[src/hdl/spcr_pkg.sv]
// constants, field layout and carrier types of the serial port config registers
// assumes one core clock; the serial engine decodes frames and presents byte accesses
//
// Contract
// - bit 7 picks separate read-output pin; clear keeps it high impedance.
// - bit 6 set means LSB first, address increments; clear MSB first, decrements.
// - in I2C mode bits 7 and 6 are unused and ignored.
// - writing bit 5 soft resets; self-clears; reloads storage or defaults by pin.
// - read-only variant code register at address 0x003.
// - bit 0 of 0x004 selects buffer or active bank for reads.
// - sixteen bit user version tag at 0x005/0x006, default zero, storage only.
// - bit 4 of config has no function and reads zero.
package spcr_pkg;

  // ------------------------------------------------------------
  // register map
  // ------------------------------------------------------------
  localparam int          ADDR_W        = 12;
  localparam logic [11:0] ADDR_PORT_CFG = 12'h000;
  localparam logic [11:0] ADDR_VARIANT  = 12'h003;
  localparam logic [11:0] ADDR_BANK_SEL = 12'h004;
  localparam logic [11:0] ADDR_TAG_LOW  = 12'h005;
  localparam logic [11:0] ADDR_TAG_HIGH = 12'h006;

  // ------------------------------------------------------------
  // field positions
  // ------------------------------------------------------------
  localparam int CFG_SEPARATE_BIT  = 7;
  localparam int CFG_LSB_FIRST_BIT = 6;
  localparam int CFG_SOFT_RST_BIT  = 5;
  localparam int CFG_UNUSED_BIT    = 4;
  localparam int BANK_SEL_BIT      = 0;

  // ------------------------------------------------------------
  // reset values
  // ------------------------------------------------------------
  localparam logic       RST_SEPARATE  = 1'b0;
  localparam logic       RST_LSB_FIRST = 1'b0;
  localparam logic       RST_BANK_SEL  = 1'b0;
  localparam logic [7:0] RST_TAG_LOW   = 8'h00;
  localparam logic [7:0] RST_TAG_HIGH  = 8'h00;
  localparam logic [7:0] READ_UNMAPPED = 8'h00;

  // ------------------------------------------------------------
  // carriers
  // ------------------------------------------------------------
  typedef struct packed {
    logic        separate_out;
    logic        lsb_first;
    logic        bank_sel;
    logic [15:0] tag;
  } spcr_image_t;

  typedef struct packed {
    logic        en;
    logic [11:0] addr;
    logic [7:0]  data;
  } spcr_wr_t;

  localparam spcr_image_t RST_IMAGE = '{
    separate_out: RST_SEPARATE,
    lsb_first:    RST_LSB_FIRST,
    bank_sel:     RST_BANK_SEL,
    tag:          {RST_TAG_HIGH, RST_TAG_LOW}
  };

endpackage

[src/hdl/spcr_regs.sv]
// serial port configuration and identification register bank
// assumes the serial engine gives one byte write or read address per cycle,
// on the core clock; mode and load-select pins arrive asynchronously
module spcr_regs
  import spcr_pkg::*;
#(
  parameter logic [7:0] VARIANT_CODE = 8'h5A  // arbitrary value
) (
  input  wire logic              i_core_clk,
  input  wire logic              i_sys_rst,
  input  wire spcr_wr_t          i_wr,
  input  wire logic [ADDR_W-1:0] i_rd_addr,
  input  wire logic              i_update,
  input  wire logic              i_i2c_mode,
  input  wire logic              i_load_select,
  input  wire spcr_image_t       i_nv_image,
  output logic [7:0]             o_rd_data,
  output logic                   o_separate_output_enable,
  output logic                   o_lsb_first,
  output logic                   o_soft_reset,
  output logic                   o_nv_load,
  output logic [15:0]            o_user_version_tag
);

  // ------------------------------------------------------------
  // pin synchronisers: three stages, change taken when 2 and 3 agree
  // ------------------------------------------------------------
  logic [1:0] sync_s1;
  logic [1:0] sync_s2;
  logic [1:0] sync_s3;
  logic [1:0] sync_q;
  wire  [1:0] sync_agree  = sync_s2 ~^ sync_s3;
  wire  [1:0] next_sync_q = (sync_agree & sync_s3) | (~sync_agree & sync_q);
  wire        i2c_q       = sync_q[1];
  wire        load_q      = sync_q[0];

  always_ff @(posedge i_core_clk) begin
    if (i_sys_rst) begin
      sync_s1 <= 2'h0;
      sync_s2 <= 2'h0;
      sync_s3 <= 2'h0;
      sync_q  <= 2'h0;
    end else begin
      sync_s1 <= {i_i2c_mode, i_load_select};
      sync_s2 <= sync_s1;
      sync_s3 <= sync_s2;
      sync_q  <= next_sync_q;
    end
  end

  // ------------------------------------------------------------
  // write decode
  // ------------------------------------------------------------
  logic        separate_r;
  logic        lsb_first_r;
  logic        bank_sel_r;
  logic [15:0] tag_buf;
  logic [15:0] tag_act;

  wire cfg_wr      = i_wr.en && (i_wr.addr == ADDR_PORT_CFG);
  wire bank_wr     = i_wr.en && (i_wr.addr == ADDR_BANK_SEL);
  wire tag_low_wr  = i_wr.en && (i_wr.addr == ADDR_TAG_LOW);
  wire tag_high_wr = i_wr.en && (i_wr.addr == ADDR_TAG_HIGH);
  // low nibble is only a mirror, so decoding uses the upper nibble alone
  wire soft_req    = cfg_wr && i_wr.data[CFG_SOFT_RST_BIT];
  // storage image when the load pin is high, on-chip defaults otherwise
  wire spcr_image_t reload = load_q ? i_nv_image : RST_IMAGE;
  // in I2C mode the wire-mode and order bits are not stored
  wire mode_wr     = cfg_wr && !i2c_q;

  wire        next_separate  = mode_wr ? i_wr.data[CFG_SEPARATE_BIT] : separate_r;
  wire        next_lsb_first = mode_wr ? i_wr.data[CFG_LSB_FIRST_BIT] : lsb_first_r;
  wire        next_bank_sel  = bank_wr ? i_wr.data[BANK_SEL_BIT] : bank_sel_r;
  wire [7:0]  next_tag_low   = tag_low_wr ? i_wr.data : tag_buf[7:0];
  wire [7:0]  next_tag_high  = tag_high_wr ? i_wr.data : tag_buf[15:8];
  // update copies the buffer as it stood before a same-cycle write
  wire [15:0] next_tag_act   = i_update ? tag_buf : tag_act;

  // ------------------------------------------------------------
  // register state; soft reset wins over any other write
  // ------------------------------------------------------------
  always_ff @(posedge i_core_clk) begin
    if (i_sys_rst) begin
      separate_r  <= RST_SEPARATE;
      lsb_first_r <= RST_LSB_FIRST;
      bank_sel_r  <= RST_BANK_SEL;
      tag_buf     <= {RST_TAG_HIGH, RST_TAG_LOW};
      tag_act     <= {RST_TAG_HIGH, RST_TAG_LOW};
    end else if (soft_req) begin
      // bit 5 itself is never stored, so it clears itself
      separate_r  <= reload.separate_out;
      lsb_first_r <= reload.lsb_first;
      bank_sel_r  <= reload.bank_sel;
      tag_buf     <= reload.tag;
      tag_act     <= reload.tag;
    end else begin
      separate_r  <= next_separate;
      lsb_first_r <= next_lsb_first;
      bank_sel_r  <= next_bank_sel;
      tag_buf     <= {next_tag_high, next_tag_low};
      tag_act     <= next_tag_act;
    end
  end

  // ------------------------------------------------------------
  // read mux, one cycle latency
  // ------------------------------------------------------------
  // bits 7:6 read zero in I2C mode, bit 5 and bit 4 always zero
  wire [3:0] cfg_upper = {separate_r & ~i2c_q, lsb_first_r & ~i2c_q, 1'b0, 1'b0};
  wire [7:0] cfg_read  = {cfg_upper, cfg_upper[0], cfg_upper[1], cfg_upper[2], cfg_upper[3]};
  // bank select chooses buffered or active tag on readback
  wire [15:0] tag_view  = bank_sel_r ? tag_act : tag_buf;
  wire [7:0]  next_rd_data =
      (i_rd_addr == ADDR_PORT_CFG) ? cfg_read :
      (i_rd_addr == ADDR_VARIANT)  ? VARIANT_CODE :
      (i_rd_addr == ADDR_BANK_SEL) ? {7'h00, bank_sel_r} :
      (i_rd_addr == ADDR_TAG_LOW)  ? tag_view[7:0] :
      (i_rd_addr == ADDR_TAG_HIGH) ? tag_view[15:8] :
      READ_UNMAPPED;

  // ------------------------------------------------------------
  // outputs
  // ------------------------------------------------------------
  always_ff @(posedge i_core_clk) begin
    if (i_sys_rst) begin
      o_rd_data                <= READ_UNMAPPED;
      o_separate_output_enable <= RST_SEPARATE;
      o_lsb_first              <= RST_LSB_FIRST;
      o_soft_reset             <= 1'b0;
      o_nv_load                <= 1'b0;
      o_user_version_tag       <= {RST_TAG_HIGH, RST_TAG_LOW};
    end else begin
      o_rd_data                <= next_rd_data;
      o_separate_output_enable <= separate_r & ~i2c_q;
      o_lsb_first              <= lsb_first_r & ~i2c_q;
      o_soft_reset             <= soft_req;
      o_nv_load                <= soft_req & load_q;
      o_user_version_tag       <= tag_act;
    end
  end

  // ------------------------------------------------------------
  // checks
  // ------------------------------------------------------------
  a_sep_out_set: assert property (@(posedge i_core_clk) disable iff (i_sys_rst)
    (mode_wr && !soft_req && i_wr.data[CFG_SEPARATE_BIT]) ##1 !i2c_q
      |=> o_separate_output_enable)
    else $error("separate output not enabled after bit 7 write");

  a_order_msb: assert property (@(posedge i_core_clk) disable iff (i_sys_rst)
    (mode_wr && !soft_req && !i_wr.data[CFG_LSB_FIRST_BIT]) ##1 !i2c_q |=> !o_lsb_first)
    else $error("lsb first set after clearing bit 6");

  a_i2c_ignores: assert property (@(posedge i_core_clk) disable iff (i_sys_rst)
    i2c_q |=> (!o_lsb_first && !o_separate_output_enable))
    else $error("mode bits active in i2c mode");

  a_soft_pulse: assert property (@(posedge i_core_clk) disable iff (i_sys_rst)
    soft_req |=> o_soft_reset)
    else $error("soft reset pulse malformed");

  a_soft_source: assert property (@(posedge i_core_clk) disable iff (i_sys_rst)
    soft_req |=> (tag_act == (($past(load_q)) ? $past(i_nv_image.tag) : RST_IMAGE.tag))
      && (o_nv_load == $past(load_q)))
    else $error("soft reset reloaded wrong image");

  a_variant_read: assert property (@(posedge i_core_clk) disable iff (i_sys_rst)
    (i_rd_addr == ADDR_VARIANT) |=> (o_rd_data == VARIANT_CODE))
    else $error("variant code read wrong");

  a_bank_view: assert property (@(posedge i_core_clk) disable iff (i_sys_rst)
    (i_rd_addr == ADDR_TAG_LOW)
      |=> (o_rd_data == ($past(bank_sel_r) ? $past(tag_act[7:0]) : $past(tag_buf[7:0]))))
    else $error("readback bank not honoured");

  a_cfg_mirror: assert property (@(posedge i_core_clk) disable iff (i_sys_rst)
    (i_rd_addr == ADDR_PORT_CFG) |=> (o_rd_data[CFG_SOFT_RST_BIT:CFG_UNUSED_BIT] == 2'h0)
      && (o_rd_data[3:0] == {o_rd_data[4], o_rd_data[5], o_rd_data[6], o_rd_data[7]}))
    else $error("config readback bits 5:4 or mirror wrong");

  a_tag_buffered: assert property (@(posedge i_core_clk) disable iff (i_sys_rst)
    (tag_low_wr && !i_update && !soft_req) |=> (tag_act == $past(tag_act))
      && (tag_buf[7:0] == $past(i_wr.data)))
    else $error("tag write reached active bank early");

  a_update_copy: assert property (@(posedge i_core_clk) disable iff (i_sys_rst)
    (i_update && !soft_req) |=> ##1 (o_user_version_tag == $past(tag_buf, 2)))
    else $error("update did not copy buffer to active");

  a_sep_out_clear: assert property (@(posedge i_core_clk) disable iff (i_sys_rst)
    (mode_wr && !soft_req && !i_wr.data[CFG_SEPARATE_BIT]) ##1 !i2c_q
      |=> !o_separate_output_enable)
    else $error("separate output still enabled after bit 7 clear");

  a_order_lsb: assert property (@(posedge i_core_clk) disable iff (i_sys_rst)
    (mode_wr && !soft_req && i_wr.data[CFG_LSB_FIRST_BIT]) ##1 !i2c_q |=> o_lsb_first)
    else $error("lsb first not set after setting bit 6");

  // output masking alone would hide a stored bit, so storage is checked too
  a_i2c_no_store: assert property (@(posedge i_core_clk) disable iff (i_sys_rst)
    (cfg_wr && i2c_q && !soft_req) |=> ($stable(separate_r) && $stable(lsb_first_r)))
    else $error("mode bits stored while in i2c mode");

  a_soft_clear: assert property (@(posedge i_core_clk) disable iff (i_sys_rst)
    !soft_req |=> (!o_soft_reset && !o_nv_load))
    else $error("soft reset pulse longer than one cycle");

  a_bank_write: assert property (@(posedge i_core_clk) disable iff (i_sys_rst)
    (bank_wr && !soft_req) |=> (bank_sel_r == $past(i_wr.data[BANK_SEL_BIT])))
    else $error("bank select write not taken");

  a_bank_read: assert property (@(posedge i_core_clk) disable iff (i_sys_rst)
    (i_rd_addr == ADDR_BANK_SEL) |=> (o_rd_data == {7'h00, $past(bank_sel_r)}))
    else $error("bank select readback wrong");

  a_bank_view_high: assert property (@(posedge i_core_clk) disable iff (i_sys_rst)
    (i_rd_addr == ADDR_TAG_HIGH)
      |=> (o_rd_data == ($past(bank_sel_r) ? $past(tag_act[15:8]) : $past(tag_buf[15:8]))))
    else $error("readback bank not honoured on high byte");

endmodule

[config.mk]
export PLATFORM = sky130hd
export DESIGN_NAME = spcr_regs
export DESIGN_NICKNAME = d
export VERILOG_FILES = /design/src/hdl/spcr_pkg.sv /design/src/hdl/spcr_regs.sv
export SDC_FILE = /design/constraint.sdc
export NUM_CORES = 1
export LEC_CHECK = 0
export ABC_AREA = 1
export BUFFER_PORTS_ARGS = -buffer_cell sky130_fd_sc_hd__buf_2
export CELL_PAD_IN_SITES_DETAIL_PLACEMENT = 0
export CELL_PAD_IN_SITES_GLOBAL_PLACEMENT = 1
export CORE_UTILIZATION = 33
export CTS_CLUSTER_DIAMETER = 150
export DETAILED_ROUTE_END_ITERATION = 12
export GPL_TIMING_DRIVEN = 0
export PLACE_DENSITY = 0.73
export SLEW_MARGIN = 20
export SYNTH_ARGS = -nofsm -noshare
export SYNTH_HDL_FRONTEND = slang
export SYNTH_SLANG_ARGS = --single-unit
[constraint.sdc]
create_clock -name i_core_clk -period 1.29 [get_ports i_core_clk]
set_input_delay 0.1935 -clock i_core_clk [delete_from_list [all_inputs] [get_ports i_core_clk]]
set_output_delay 0.1935 -clock i_core_clk [all_outputs]
set_load 0.02 [all_outputs]
==> flow_summary_export.csv, run 1 <==
group,metric,value,unit
timing,fin_skew,0.01011,ns
yosys,synth.mux.area_fraction,0,%
global_routing,grt_pass1_wl,15170,µm
yosys,ys_ff_latch,71,
yosys,yosys.area_share.simple,29.35,%
run,max_cap_viol_count,0,
power_and_ir_drop,p_leak,1.977,nW
yosys,syn-num-nets,522,
cts,clockRootBuffer,"clkbuf_8",
timing,tightest_slew,0.5933,ns
die,fp.dieH,101.1,µm
die,std_cell_rows,35,
route,wire_per_inst,13.92,µm
worst_setup_path,path_class,"reg -> reg",
timing,period_share,93.69,%
cts,cts_hold_buf,0,
yosys,synth_top_area_cell,"dfxtp_1",
worst_setup_path,endpoint_kind,"register",
worst_setup_path,required,1.58,ns
global_routing,grt_usage,20.02,%
route,drt-pass1-iter-count,5,
yosys,seq_area_frac_synth,43.88,%
worst_setup_path,arrival,1.49,ns
yosys,synth_commonest_cells,"nand2_1 (75), nor2_1 (74), dfxtp_1 (71)",
yosys,synth-adder-area-share,0,%
die,die-area,0.01022,mm²
worst_setup_path,critPathLaunchType,"register",
cts,clock_sinks,71,
route,vias_per_cell,4.642,
global_routing,grt_max_degree,13,
die,initial_core_util,34.57,%
cts,clk_latency,0.36,ns
yosys,synth_cell_types,27,
placed_design,portBuffers,84,
yosys,synth_area_leaders,"dfxtp_1 (44%), o21ai_0 (9.4%), nand2_1 (8.7%)",
worst_setup_path,crit_top_cell,"nand3_1",
route,drtIter0Drc,186,
finish,layout-drive-gt1-share,25.31,%
finish,fill_cells,1033,
yosys,synthCells,465,
timing,max_freq,827.4,MHz
finish,post-route-util,44.65,%
route,routed_wl,9713,µm
die,core_area,0.009371,mm²
yosys,syn_area_per_cell,6.966,µm²
cts,htreeDepth,3,
timing,holdWs,0.03729,ns
timing,fin_crit,1.209,ns
yosys,synth_edf_count,0,
placed_design,gp_congestion,0.8484,
timing,drv_slew,0,
worst_setup_path,cp_max_fo,9,
worst_setup_path,cpPeakStageDelay,0.39,ns
yosys,synthArstFlopShare,0,%
yosys,synth_warnings,0,
finish,seq_area,0.001424,mm²
finish,num_antenna_cells,0,
outcome,status,"finished clean",
power_and_ir_drop,vdd_ir_drop_max,392.4,µV
worst_setup_path,worst_path_max_delay_cell,"dfxtp_2",
cts,clkTransAtPathRegs,0.08,ns
finish,multi_input_area,0.001515,mm²
placed_design,hpwl,7131,µm
worst_setup_path,crit_chain,"inv_6, buf_8, o21ai_1, nand3_1, nand3_1, nand2_1, a21oi_1",
finish,nets,621,
cts,cts_tree,"yes",
yosys,synth-main-ff-cell,"dfxtp_1",
cts,numCtsBuffers,9,
timing,maxSlewHeadroom,60.45,%
die,io_pins,85,
route,via_count,3240,
global_routing,grt_antenna_before_repair,0,
global_routing,globalRoute.totalOverflow,0,
timing,finalHoldViolations,0,
yosys,synth.most_common_cell,"nand2_1",
hold_path,holdCritPathClass,"in -> reg",
yosys,synthXorXnorAreaFrac,0,%
global_routing,first_global_vias,2960,
yosys,synth_compound_gate_area_share,16.84,%
yosys,synth_top_family_by_area,"simple AND/OR/NAND/NOR gates",
die,fp.dieW,101.1,µm
finish,syn_to_final_growth,29.16,%
timing,setup_viol,0,
cts,clockBufferDepth,2,
power_and_ir_drop,powerDensity,1203,mW/mm²
route,post-route-drc-count,0,
yosys,synth.top_cell.area_share,43.88,%
timing,grt_setup_unrepaired,"no",
route,drtAntennaViolNets,0,
yosys,syn-cell-area,0.003239,mm²
-- logic make-up (layout without fill, tap and decap cells) --
family | Yosys count | after routing
buffers and inverters | 79 | 183
AO/OA/AOI/OAI | 106 | 106
AND/OR/NAND/NOR | 209 | 209
flip-flops | 71 | 71
-- report_power, final --
group          switching [mW]  internal (mW)
Combinational           0.234          0.139
Sequential             0.0117           2.24
Clock                   0.873           1.54
Total                    1.12           3.91
-- cells in the final DEF (no fill, tap or decap), drive strengths merged --
cell type | netlist | routed
a211oi | 2 | 2
a21oi | 37 | 37
buf | 12 | 99
bufinv | 0 | 4
clkbuf | 9 | 21
clkinv | 0 | 1
dfxtp | 71 | 71
inv | 58 | 58
nand2 | 84 | 84
nand3 | 35 | 35
nand3b | 1 | 1
nand4 | 7 | 7
nor2 | 80 | 80
nor3 | 2 | 2
o21a | 4 | 4
o21ai | 63 | 63
-- metal layers --
layer  GRT usage (%)  routed length [µm]  vias up
li1                -                   -     1690
met1           25.99                4663     1437
met2           33.39                4420      104
met3           4.230                 521        9
met4           5.686                 108        0
met5               0                   0        -
-- final cells by class --
| class | instances | share of cell area (%) |
|---|---|---|
| multi-input combinational | 315 | 36.21 |
| sequential | 71 | 34.03 |
| timing repair buffer | 89 | 11.36 |
| inverter | 58 | 5.323 |
| tap | 129 | 3.858 |
| clock buffer | 11 | 3.379 |
| clock inverter | 5 | 3.080 |
| buffer | 20 | 2.751 |
-- worst max-delay path, delay by kind of cell, from the launching register on --
family | cells | cell delay [ns]
flops | 1 | 0.39
simple gates | 3 | 0.26
compound gates | 2 | 0.29
buf+inv | 2 | 0.20
-- stage by stage --
| step | std cells | power, mW | area, µm² | setup slack (ns) | setup TNS [ns] |
|---|---|---|---|---|---|
| floorplan | 465 | 2.495 | 3239 | 0.04392 | 0 |
| global placement | 678 | 2.669 | 3821 | -0.3276 | -14.25 |
| detailed placement | 678 | 2.674 | 3821 | -0.3274 | -14.81 |
| CTS | 695 | 5.058 | 4119 | 0.02232 | 0 |
| global route | 698 | 5.186 | 4184 | 0.005185 | 0 |
| finish | 698 | 5.032 | 4184 | 0.08136 | 0 |
-- final timing paths --
kind	startpoint	to	slack, ns	depth (start not counted)
hold / removal	i_load_select	sync_s1[0]$_SDFF_PP0_	0.04	3
setup / recovery	bank_sel_r$_SDFFE_PP0P_	o_rd_data[0]$_SDFF_PP0_	0.08	7
setup reg to reg	bank_sel_r$_SDFFE_PP0P_	o_rd_data[0]$_SDFF_PP0_	0.08	7
hold reg to reg	sync_s1[0]$_SDFF_PP0_	sync_s2[0]$_SDFF_PP0_	0.40	2
-- state kept, by name (all words and copies together) (netlist names), named ones only --
signal,count
sync_s1,2
sync_s2,2
o_user_version_tag,16
o_separate_output_enable,1
tag_buf,16
lsb_first_r,1
o_nv_load,1
o_lsb_first,1
o_rd_data,8
o_soft_reset,1
separate_r,1
tag_act,16
sync_s3,2
bank_sel_r,1
-- timing repair --
action                                  in CTS  in global routing
gates cloned                                 0                  1
endpoints found under the setup margin       8                 34
pin swaps                                    0                  4
setup buffers                                1                  3
endpoints found under the hold margin        0                  0
resized for setup                           12                 15
Note: power is estimated with default switching activity, not from simulation.
==> run 2: changes to the inputs <==
- RECOVER_POWER: default -> 25
==> run 2 against run 1 <==
Against the previous run:
- power shrank 0.21%
- register-to-register slack is essentially flat
- design area is essentially flat
- wire length grew 0.38%
- sequential power is essentially flat
- global-route usage is the same
- critical path type unchanged
- clock power is essentially flat
==> flow_summary_export.csv, run 2 (same netlist as run 1, synthesis figures left out) <==
group,metric,value,unit
worst_setup_path,critPathLaunchType,"register",
worst_setup_path,path_class,"reg -> reg",
worst_setup_path,r2r_cells,7,
route,drt-pass1-iter-count,6,
run,max_cap_viol_count,0,
timing,fin_crit,1.219,ns
global_routing,grt_max_degree,13,
route,drtIter0Drc,185,
route,drtAntennaViolNets,0,
global_routing,grt_usage,20.02,%
timing,setup_ws,0.07091,ns
worst_setup_path,crit_chain,"inv_6, buf_8, o21ai_1, nand3_1, nand3_1, nand2_1, a21oi_1",
power_and_ir_drop,powerDensity,1201,mW/mm²
worst_setup_path,path_buf_inv,2,
hold_path,hold_depth,3,
finish,reg.largest.list,"o_user_version_tag x16, tag_act x16, tag_buf x16",
placed_design,portBuffers,84,
worst_setup_path,arrival,1.50,ns
route,routed_wl,9750,µm
cts,clock_sinks,71,
route,via_count,3236,
timing,fin_skew,0.01062,ns
die,io_pins,85,
cts,htreeDepth,3,
route,vias_per_cell,4.636,
worst_setup_path,crit_family,"flip-flops",
hold_path,holdCritPathClass,"in -> reg",
global_routing,grt_antenna_before_repair,0,
finish,layout-drive-gt1-share,25.13,%
power_and_ir_drop,p_leak,1.974,nW
timing,max_freq,820.3,MHz
timing,finalHoldViolations,0,
finish,mostFrequentLayoutCells,"buf_2 (86), nand2_1 (75), nor2_1 (74), dfxtp_1 (69), o21ai_0 (55)",
cts,clockBufferDepth,2,
timing,grt_setup_unrepaired,"no",
timing,tightest_slew,0.5998,ns
global_routing,globalRoute.totalOverflow,0,
placed_design,hpwl,7131,µm
worst_setup_path,cp_max_fo,9,
worst_setup_path,crit_cells,7,
cts,cts_tree,"yes",
power_and_ir_drop,vdd_ir_drop_max,392.5,µV
timing,drv_slew,0,
die,std_cell_rows,35,
timing,maxSlewHeadroom,60.02,%
worst_setup_path,endpoint_kind,"register",
placed_design,dpl_worst_slack,-0.3274,ns
cts,clkTransAtPathRegs,0.08,ns
timing,period_share,94.50,%
global_routing,first_global_vias,2960,
outcome,status,"finished clean",
finish,final_common_cell,"buf_2",
route,post-route-drc-count,0,
worst_setup_path,required,1.57,ns
finish,syn_to_final_growth,29.12,%
cts,numCtsBuffers,9,
die,core_area,0.009371,mm²
die,initial_core_util,34.57,%
timing,setup_viol,0,
route,wire_per_inst,13.97,µm
die,die-area,0.01022,mm²
cts,clockRootBuffer,"clkbuf_8",
die,fp.dieH,101.1,µm
worst_setup_path,crit_top_cell,"nand3_1",
finish,nets,621,
finish,num_antenna_cells,0,
global_routing,grt_pass1_wl,15170,µm
worst_setup_path,worst_path_max_delay_cell,"dfxtp_2",
worst_setup_path,rrSetupSlack,0.07,ns
die,fp.dieW,101.1,µm
worst_setup_path,cpPeakStageDelay,0.39,ns
cts,clk_latency,0.36,ns
timing,finalSetupTns,0,ns
placed_design,gp_congestion,0.8484,
-- run 2: changes by cell type in the layout (fill, tap and decap cells not counted) --
cell	previous run	this run
clkbuf_1	8	11
buf_1	3	1
buf_2	87	86
-- run 2: worst min-delay path, cell delays in order --
cell	delay [ns]
buf_2	0.10
inv_1	0.04
nor2_1	0.03
-- run 2: what timing repair did --
| action | CTS | global route |
|---|---|---|
| endpoints found under the setup margin | 8 | 34 |
| buffers inserted | 1 | 3 |
| gates resized for setup | 12 | 15 |
| gates cloned | 0 | 1 |
| pin swaps | 0 | 4 |
| hold buffers | 0 | 0 |
-- run 2: area by class of cell --
class,count,area (µm²)
sequential,71,1424
clock inverter,5,128.9
buffer,20,115.1
inverter,58,222.7
multi-input combinational,315,1515
fill,1034,5189
timing repair buffer,89,474.2
tap,129,161.4
clock buffer,11,141.4
-- run 2: worst paths after layout --
kind | startpoint | to
max | bank_sel_r$_SDFFE_PP0P_ | o_rd_data[0]$_SDFF_PP0_
min | i_load_select | sync_s1[0]$_SDFF_PP0_
max reg2reg | bank_sel_r$_SDFFE_PP0P_ | o_rd_data[0]$_SDFF_PP0_
min reg2reg | sync_s1[0]$_SDFF_PP0_ | sync_s2[0]$_SDFF_PP0_
-- run 2: metal layers --
layer / GRT usage (%) / vias to the layer above / routed length (µm)
li1: - / 1689 / -
met1: 25.99 / 1438 / 4671
met2: 33.39 / 100 / 4468
met3: 4.230 / 9 / 505
met4: 5.686 / 0 / 104
met5: 0 / - / 0
-- run 2: through the flow --
| step | power (mW) | cell area [µm²] | util, % | std cells | hold WS (ns) |
|---|---|---|---|---|---|
| 6_report | 5.022 | 4183 | 44.63 | 698 | 0.04336 |
| 5_1_grt | 5.186 | 4183 | 44.63 | 698 | 0.03477 |
| 4_1_cts | 5.058 | 4119 | 43.95 | 695 | 0.03257 |
| 3_5_place_dp | 2.674 | 3821 | 40.77 | 678 | 0.4018 |
| 3_3_place_gp | 2.669 | 3821 | 40.77 | 678 | 0.3896 |
| 2_1_floorplan | 2.495 | 3239 | - | 465 | 0.2759 |
-- run 2: power breakdown --
part	leakage (nW)	switching [mW]	internal [mW]	total, mW
clock network	0.134	0.861	1.54	2.40
logic	1.26	0.235	0.138	0.373
registers	0.578	0.0117	2.24	2.25
